`config.mk`:
```
export PLATFORM = sky130hd
export DESIGN_NAME = bpc_cmd_reg
export DESIGN_NICKNAME = d
export VERILOG_FILES = /design/src/hdl/bpc_pkg.sv /design/src/hdl/bpc_cmd_reg.sv /design/src/hdl/bpc_palette_decode.sv
export SDC_FILE = /design/constraint.sdc
export NUM_CORES = 1
export LEC_CHECK = 0
export CAP_MARGIN = 20
export CORE_ASPECT_RATIO = 0.7
export CORE_MARGIN = 5
export CORE_UTILIZATION = 45
export DETAILED_ROUTE_END_ITERATION = 8
export DONT_BUFFER_PORTS = 1
export RECOVER_POWER = 100
export SYNTH_ARGS = -nofsm -noshare
export SYNTH_HDL_FRONTEND = slang
export SYNTH_SLANG_ARGS = --single-unit
```
`constraint.sdc`:
```
create_clock -name clk -period 3 [get_ports clk]
set_input_delay 0.15 -clock clk [delete_from_list [all_inputs] [get_ports clk]]
set_output_delay 0.15 -clock clk [all_outputs]
set_load 0.03 [all_outputs]
```
`src/hdl/bpc_pkg.sv`:
```
// Constants for the primary interface command register block
package bpc_pkg;
  localparam logic [5:0] BPC_CMD_DWORD = 6'h01;
  localparam logic [7:0] BPC_CMD_OFFSET = 8'h04;
  localparam logic [15:0] BPC_CMD_RESET = 16'h0000;
  localparam logic [15:0] BPC_CMD_WR_MASK = 16'h0367;
  localparam int BPC_BIT_IO = 0;
  localparam int BPC_BIT_MEM = 1;
  localparam int BPC_BIT_MASTER = 2;
  localparam int BPC_BIT_SPECIAL = 3;
  localparam int BPC_BIT_MWI = 4;
  localparam int BPC_BIT_PALETTE = 5;
  localparam int BPC_BIT_PARITY = 6;
  localparam int BPC_BIT_WAIT = 7;
  localparam int BPC_BIT_SYSFAULT = 8;
  localparam int BPC_BIT_FASTB2B = 9;
  localparam logic [9:0] BPC_PAL_ADDR_A = 10'h3c6;
  localparam logic [9:0] BPC_PAL_ADDR_B = 10'h3c8;
  localparam logic [9:0] BPC_PAL_ADDR_C = 10'h3c9;
  localparam logic [15:0] BPC_PAL_UPPER = 16'h0000;
endpackage : bpc_pkg

```
`src/hdl/bpc_cmd_reg.sv`:
```
// Primary interface command register and the gating it applies
//
// How it works
// - I/O claim only while I/O enable set
// - Memory claim only while memory enable set
// - Master enable gates initiating and secondary acceptance
// - Configuration forwarding ignores master enable
// - Special cycle bit reads zero, never responds
// - Write-and-invalidate bit reads zero, ignores writes
// - Palette write is I/O at three addresses
// - With I/O enable set, palette snoop forwards palette writes, else window
// - Parity response clear blocks parity error reporting
// - Parity response set allows error reporting
// - Wait cycle bit reads zero
// - System fault pin driven only when enabled
// - Fast back-to-back only when enabled
// - Bits 15:10 reserved, read zero
// - Reached only by primary Type 0 configuration
// - Only enabled bytes are written or returned
`timescale 1ns/1ps
module bpc_cmd_reg
  import bpc_pkg::*;
(
  input wire logic clk,
  input wire logic rst_n,
  // Primary Type 0 configuration data phase
  input wire logic cfgValid,
  input wire logic cfgWrite,
  input wire logic [5:0] cfgDword,
  input wire logic [3:0] cfgByteEnN,
  input wire logic [31:0] cfgWrData,
  output logic cfgHit,
  output logic [31:0] cfgRdData,
  // Primary target decode requests
  input wire logic priIoDecode,
  input wire logic priMemDecode,
  input wire logic priIoWrite,
  input wire logic [31:0] priAddr,
  input wire logic priInIoWindow,
  input wire logic priSpecialCycle,
  output logic priIoClaim,
  output logic priMemClaim,
  output logic paletteForward,
  output logic specialClaim,
  // Mastering and forwarding
  input wire logic secIoMemReq,
  input wire logic priInitReq,
  input wire logic cfgFwdReq,
  input wire logic b2bReq,
  output logic secAccept,
  output logic priInitiate,
  output logic cfgFwdGo,
  output logic b2bGo,
  // Error signalling
  input wire logic dataParityErr,
  input wire logic priIsMaster,
  input wire logic addrParityErr,
  input wire logic otherFaultCond,
  output logic perrAssert,
  output logic dataParityReportedSet,
  output logic systemFaultAssert,
  // Control levels for the rest of the bridge
  output logic [15:0] command
);
  logic [15:0] cmdReg;
  wire logic cmdSel;
  wire logic cmdWrite;
  wire logic [15:0] byteMask;
  wire logic [15:0] next_cmdReg;
  wire logic [31:0] next_cfgRdData;
  wire logic paletteHit;
  wire logic ioEn;
  wire logic memEn;
  wire logic masterEn;
  wire logic paletteEn;
  wire logic parityEn;
  wire logic faultEn;
  wire logic fastB2bEn;

  // Only configuration cycles decoded to this dword reach the register
  assign cmdSel = cfgValid && (cfgDword == BPC_CMD_DWORD);
  assign cmdWrite = cmdSel && cfgWrite;
  // Lanes 2 and 3 carry the status half, which lives outside this block
  for (genvar lane = 0; lane < 2; lane++) begin : gLane
    wire logic laneOn;
    assign laneOn = !cfgByteEnN[lane];
    assign byteMask[lane*8 +: 8] = {8{laneOn}};
  end

  // Read-only and reserved positions never take write data
  assign next_cmdReg = cmdWrite ?
    ((cmdReg & ~(byteMask & BPC_CMD_WR_MASK)) |
     (cfgWrData[15:0] & byteMask & BPC_CMD_WR_MASK)) : cmdReg;

  // Upper half belongs to the status register, not this block
  assign next_cfgRdData = (cmdSel && !cfgWrite) ?
    {16'h0000, cmdReg & byteMask & BPC_CMD_WR_MASK} : 32'h0000_0000;

  assign ioEn = cmdReg[BPC_BIT_IO];
  assign memEn = cmdReg[BPC_BIT_MEM];
  assign masterEn = cmdReg[BPC_BIT_MASTER];
  assign paletteEn = cmdReg[BPC_BIT_PALETTE];
  assign parityEn = cmdReg[BPC_BIT_PARITY];
  assign faultEn = cmdReg[BPC_BIT_SYSFAULT];
  assign fastB2bEn = cmdReg[BPC_BIT_FASTB2B];

  bpc_palette_decode uPal (
    .ioWrite(priIoWrite),
    .addr(priAddr),
    .hit(paletteHit)
  );

  // Gated decisions are registered so every output is a flop; one cycle of latency
  wire logic next_priIoClaim;
  wire logic next_priMemClaim;
  wire logic next_paletteForward;
  wire logic next_secAccept;
  wire logic next_priInitiate;
  wire logic next_cfgFwdGo;
  wire logic next_b2bGo;
  wire logic next_perrAssert;
  wire logic next_dprSet;
  wire logic next_faultAssert;

  // Palette writes outside the window are claimed only when snooping
  // Forwarding needs a claim, so the I/O enable gates snooped writes as well
  assign next_paletteForward = ioEn && paletteHit && (paletteEn || priInIoWindow);
  assign next_priIoClaim = ioEn && (priIoDecode || (paletteHit && paletteEn));
  assign next_priMemClaim = memEn && priMemDecode;
  assign next_secAccept = masterEn && secIoMemReq;
  assign next_priInitiate = masterEn && priInitReq;
  assign next_cfgFwdGo = cfgFwdReq;
  assign next_b2bGo = fastB2bEn && b2bReq;
  assign next_perrAssert = parityEn && dataParityErr;
  assign next_dprSet = parityEn && dataParityErr && priIsMaster;
  // Address parity needs both enables; other faults need only the pin enable
  assign next_faultAssert = faultEn && ((parityEn && addrParityErr) || otherFaultCond);

  always_ff @(posedge clk) begin
    if (!rst_n) begin
      cmdReg <= BPC_CMD_RESET;
    end else begin
      cmdReg <= next_cmdReg;
    end
  end

  always_ff @(posedge clk) begin
    if (!rst_n) begin
      cfgHit <= 1'b0;
      cfgRdData <= 32'h0000_0000;
    end else begin
      cfgHit <= cmdSel;
      cfgRdData <= next_cfgRdData;
    end
  end

  always_ff @(posedge clk) begin
    if (!rst_n) begin
      priIoClaim <= 1'b0;
      priMemClaim <= 1'b0;
      paletteForward <= 1'b0;
    end else begin
      priIoClaim <= next_priIoClaim;
      priMemClaim <= next_priMemClaim;
      paletteForward <= next_paletteForward;
    end
  end

  // Kept as a flop so the port matches the others; it never rises
  always_ff @(posedge clk) begin
    if (!rst_n) begin
      specialClaim <= 1'b0;
    end else begin
      specialClaim <= 1'b0 & priSpecialCycle;
    end
  end

  // Secondary-side requests and primary mastering share one enable
  always_ff @(posedge clk) begin
    if (!rst_n) begin
      secAccept <= 1'b0;
      priInitiate <= 1'b0;
    end else begin
      secAccept <= next_secAccept;
      priInitiate <= next_priInitiate;
    end
  end

  // Configuration forwarding has no enable to wait for
  always_ff @(posedge clk) begin
    if (!rst_n) begin
      cfgFwdGo <= 1'b0;
      b2bGo <= 1'b0;
    end else begin
      cfgFwdGo <= next_cfgFwdGo;
      b2bGo <= next_b2bGo;
    end
  end

  always_ff @(posedge clk) begin
    if (!rst_n) begin
      perrAssert <= 1'b0;
      dataParityReportedSet <= 1'b0;
      systemFaultAssert <= 1'b0;
    end else begin
      perrAssert <= next_perrAssert;
      dataParityReportedSet <= next_dprSet;
      systemFaultAssert <= next_faultAssert;
    end
  end

  // Loaded from the next value so the levels never lag the readback
  always_ff @(posedge clk) begin
    if (!rst_n) begin
      command <= BPC_CMD_RESET;
    end else begin
      command <= next_cmdReg;
    end
  end
endmodule : bpc_cmd_reg

```
`src/hdl/bpc_palette_decode.sv`:
```
// Palette write address decoder
`timescale 1ns/1ps
module bpc_palette_decode
  import bpc_pkg::*;
(
  input wire logic ioWrite,
  input wire logic [31:0] addr,
  output logic hit
);
  // Bits 15:10 are deliberately not looked at
  wire logic lowMatch;
  wire logic upperZero;
  assign lowMatch = (addr[9:0] == BPC_PAL_ADDR_A) || (addr[9:0] == BPC_PAL_ADDR_B) ||
                    (addr[9:0] == BPC_PAL_ADDR_C);
  assign upperZero = (addr[31:16] == BPC_PAL_UPPER);
  assign hit = ioWrite && lowMatch && upperZero;
endmodule : bpc_palette_decode

```
### Yosys cells after proc, flatten, opt, wreduce, memory -nomap -nowiden

Index checks and enable logic that the tools add are counted.

| storage, ports and cells | value |
|---|---|
| input bits | 91 |
| flip-flop bits (word level) | 59 |
| logic and storage cells | 50 |
| output and inout port bits | 60 |

| operators by class | value |
|---|---|
| bitwise gates (word level) | 5 |
| reduce and logical (&&, ||, !) cells | 27 |
| eq/ne operators | 4 |

Operators with widths:

| cell | count |
|---|---|
| $eq A10 B10 Y1 const B | 3 |
| $and A10 B10 Y10 | 2 |
| $logic_and A1 B1 Y1 | 17 |
| $and A16 B16 Y16 | 1 |
| $logic_not A16 Y1 | 1 |
| $not A10 Y16 | 1 |
| $or A16 B10 Y16 | 1 |
| $eq A6 B1 Y1 const B | 1 |
| $logic_or A1 B1 Y1 | 5 |
| $logic_not A1 Y1 | 3 |
| $reduce_and A2 Y1 | 1 |

### Depth between registers and ports, before layout

| depth | value |
|---|---|
| depth in word-level cells | 8 |
| mapped depth | 4 |
| mapped depth without buffers | 4 |

### Modules after synthesis

Synthesis repeated with hierarchy kept, for this count alone.

| second synthesis, totals | value |
|---|---|
| cell total of the unflattened synthesis | 126 |
| area total of the unflattened synthesis | 1,191.1 um^2 |

Modules (own cells, without submodules):

| module | area each (um^2) | times used | cells an instance | sequential area each (um^2) |
|---|---|---|---|---|
| bpc_cmd_reg | 1,111.1 | 1 | 113 | 500.5 |
| bpc_palette_decode | 80.1 | 1 | 13 | 0.0 |

### Worst setup path after synthesis

Ideal clock, no wire load.

| timing | value |
|---|---|
| path type | input-to-reg |
| start point | input port priAddr[17] |
| end point | register paletteForward |
| buffers on the path | 0 |
| data arrival time | 1.108 ns |
| stages on the path | 3 |
| data required time | 2.941 ns |
| setup slack | 1.833 ns |
| library setup time | 0.059 ns |
| cell sequence | or4_4 nor4_2 o211a_1 |

| on the way | value |
|---|---|
| longest elaborated chain between the ends | 4 |

RTL lines:

| item | RTL line | RTL |
|---|---|---|
| start, declared | bpc_cmd_reg.sv:38 | `input wire logic [31:0] priAddr,` |
| $logic_not A16 Y1 | bpc_palette_decode.sv:15 | `assign upperZero = (addr[31:16] == BPC_PAL_UPPER);` |
| $logic_and A1 B1 Y1 | bpc_palette_decode.sv:16 | `assign hit = ioWrite && lowMatch && upperZero;` |
| $logic_and A1 B1 Y1 (2 in a row) | bpc_cmd_reg.sv:127 | `assign next_paletteForward = ioEn && paletteHit && (paletteEn \|\| priInIoWindow);` |
| end signal, assigned | bpc_cmd_reg.sv:165 | `paletteForward <= next_paletteForward;` |
| end, declared | bpc_cmd_reg.sv:43 | `output logic paletteForward,` |

Every way passes these cells.
A chain may end at the register's enable or synchronous reset.

==> impl_results.md <==
* Grt ovf at 0
* Ant diodes at 0
* Synth Area in Compound Gates at 0.0419
* Maximum VDD drop at 0.161 mV
* Worst path slowest cell: dfxtp_1
* Placed Cells at ~160
* Die Area at 3720 um2
* Cts bufs inserted at 3
* Pwr Total at 0.604 mW
* Post-synthesis adder-cell area fraction at 0
* Max Freq at 0.777 GHz
* Global placement routability congestion at 0.731
* Seq/Total Area, Yosys at 0.430
* DR WL/cell at roughly 15 um
* Layout cells sized above 1 at 0.0458
* Leak at roughly 0.5 nW
* Commonest non-fill, non-tap cell in the layout: conb_1
* Core Util, Final at 0.460
* Gr usage total at 0.122
* Clock-pin transition on the worst setup and hold timing paths at about 0.080 ns
* Post-synthesis cell count at between 100 and 150
* Flop pwr share at 0.554
* H-tree Lvls at 1
* Global routing usage on met2 at 0.212
* Comb pwr share at 0.119
* Distinct cells, synth at 25
* Fillcell total at 250
* Fin crit share at 0.429
* Largest family of logic cells by synthesized area: simple AND/OR/NAND/NOR gates
* Crit Path Class: flip-flop to flip-flop
* First-pass GRT wire length at 3.48 mm
* # rows at 15
* CTS tree: built
* Placed Area at roughly 1100 um2
* Post-synthesis simple-gate area fraction at 0.271
* Mapped Area at around 1200 um2
* XOR/XNOR share of the synthesized area at 0
* Final Hold Viols at 0
* Slew Viols, Final at 0
* Root Driver: clkbuf_8
* Crit path capture type: flip-flop
* Mean post-synth cell area at 9.24 um2
* Switch Pwr at between 0.15 and 0.2 mW
* DR iter-0 viols at 41
* Worst Path Buf+Inv at 0
* Switching share of power at 0.279
* Endpoints failing setup at 0
* Max transition margin at 0.626
* Ports at about 150
* CP required at 3.21 ns
* Vias/cell at approximately 4.6
* Nets at approximately 220
* Antenna violations before repair at 0
* Largest net degree at the start of global routing at 24
* Worst Tran Pin Value at approximately 0.55 ns
* Met3 usage at 0.0728
* Final setup TNS at 0 ns
* Layout Skew at about 0.0038 ns
* M1 GR Usage at 0.127
* Hold WS at roughly 0.018 ns
* Total wire length at 2.49 mm
* # DRC at 0
* Busiest layer in global routing: met2
* Crit-path max FO at 5
* Crit path cell chain: nand2_1 > nor4_1 > o211a_1
* Post-CTS Setup Inserts at 0
* Critical Path Max Stage Delay at about 0.6 ns
* Syn-to-layout area delta at -2.04%
* HP Class: primary input to flip-flop
* Chip Width at just over 70 um
* Port Buf Inserts at 0
* Synthesis-stage register bit count at 25
* DRT Pass-1 Iters at 4
* RSZ-0062 raised after global routing: no
* Clk buf depth at 2
* CP Data Arrival Time at around 1.5 ns
* Clock latency on the worst-skew pair at 0.26 ns
* Most frequent cells in the layout: conb_1 (35), dfxtp_1 (25), nand2_1 (12)
* Via Count at 760
* Pint at between 0.4 and 0.5 mW
* Dpl hpwl at approximately 2.1 mm
* Core Box Area at ~2500 um2
* Die height at ~53 um
* Final min period at between 1 and 1.5 ns
* Finished Layout Cells at approximately 170
* Initial Util at 0.470
* Startpoint Class: flip-flop
* CP top delay family: flip-flops
* Outcome: complete, no violations
* Final worst setup slack at roughly 1.7 ns
* Synthesis warning total at 0
* Mux cell area share after synthesis at 0.0172
* Post-Place Setup Slack at between 1.5 and 2 ns
* CTS sink cnt at 25
* Clock Power Share at 0.327
* Power per cell area at around 530 nW/um2
* Max Cap Violations at 0
* Number of global-route vias before repair at 663
* Cell area after layout at between 1000 and 1500 um2
* Post-route ant nets at 0
[area by class of cell]
| cell class | count | area, um2 | share of cell area |
|---|---|---|---|
| clock buffer | 3 | 41.3 | 0.0362 |
| inverter | 1 | 3.75 | 0.00329 |
| multi-input combinational | 97 | 504 | 0.442 |
| clock inverter | 1 | 7.51 | 0.00659 |
| timing repair buffer | 4 | 40.0 | 0.0351 |
| tap | 34 | 42.5 | 0.0373 |
| sequential | 25 | 500 | 0.439 |
[timing repair]
action | in CTS | in global routing
hold buffers | 3 | 1
setup endpoints to repair | 0 | 0
gates resized for setup | 0 | 0
hold endpoints to repair | 2 | 1
[metal layers]
metal  vias to the layer above  share of wire
li1                        366              -
met1                       329           0.34
met5                         -              0
met2                        63           0.48
met4                         0         0.0068
met3                         2           0.17
[logic make-up (layout without fill, tap and decap cells)]
family,count (synthesis),count (layout)
other,1,35
AOI/OAI and AO/OA,8,8
and+or+nand+nor,52,52
buffers and inverters,38,9
muxes,2,2
DFF,25,25
[worst paths after layout]
path	to	start	slack [ns]	cells after the start
setup reg to reg	paletteForward$_SDFF_PN0_	flip-flop	1.71	3
setup / recovery	paletteForward$_SDFF_PN0_	flip-flop	1.71	3
hold / removal	flip-flop	cfgWrData[5]	0.02	2
hold reg to reg	flip-flop	flip-flop	0.65	2
[synthesized netlist by cell type]
master,instances,share of area
buf_4,35,0.23
dfxtp_1,25,0.43
nand2_1,12,0.039
and2_1,9,0.048
nand3_1,7,0.030
and3_1,6,0.032
o21ai_0,5,0.022
nor2_1,3,0.0097
nor4_1,3,0.016
mux2i_1,2,0.017
nand4b_1,2,0.015
nor3_1,2,0.0086
nor3b_1,2,0.013
nor4bb_1,2,0.017
a21oi_1,1,0.0043
a31o_1,1,0.0075
buf_2,1,0.0043
clkbuf_1,1,0.0032
conb_1,1,0.0032
inv_1,1,0.0032
nor3_2,1,0.0086
nor4_2,1,0.011
nor4b_2,1,0.013
o211a_1,1,0.0086
or4_4,1,0.0097
[power groups by stage]
stage / clock [mW] / sequential (mW) / combinational, mW
4_1_cts: 0.203 / 0.335 / 0.0697
5_1_grt: 0.220 / 0.335 / 0.0763
3_5_place_dp: 0 / 0.343 / 0.0667
6_report: 0.198 / 0.335 / 0.0722
2_1_floorplan: 0 / 0.342 / 0.104
3_3_place_gp: 0 / 0.342 / 0.0663
Note: power is estimated with default switching activity, not from simulation.
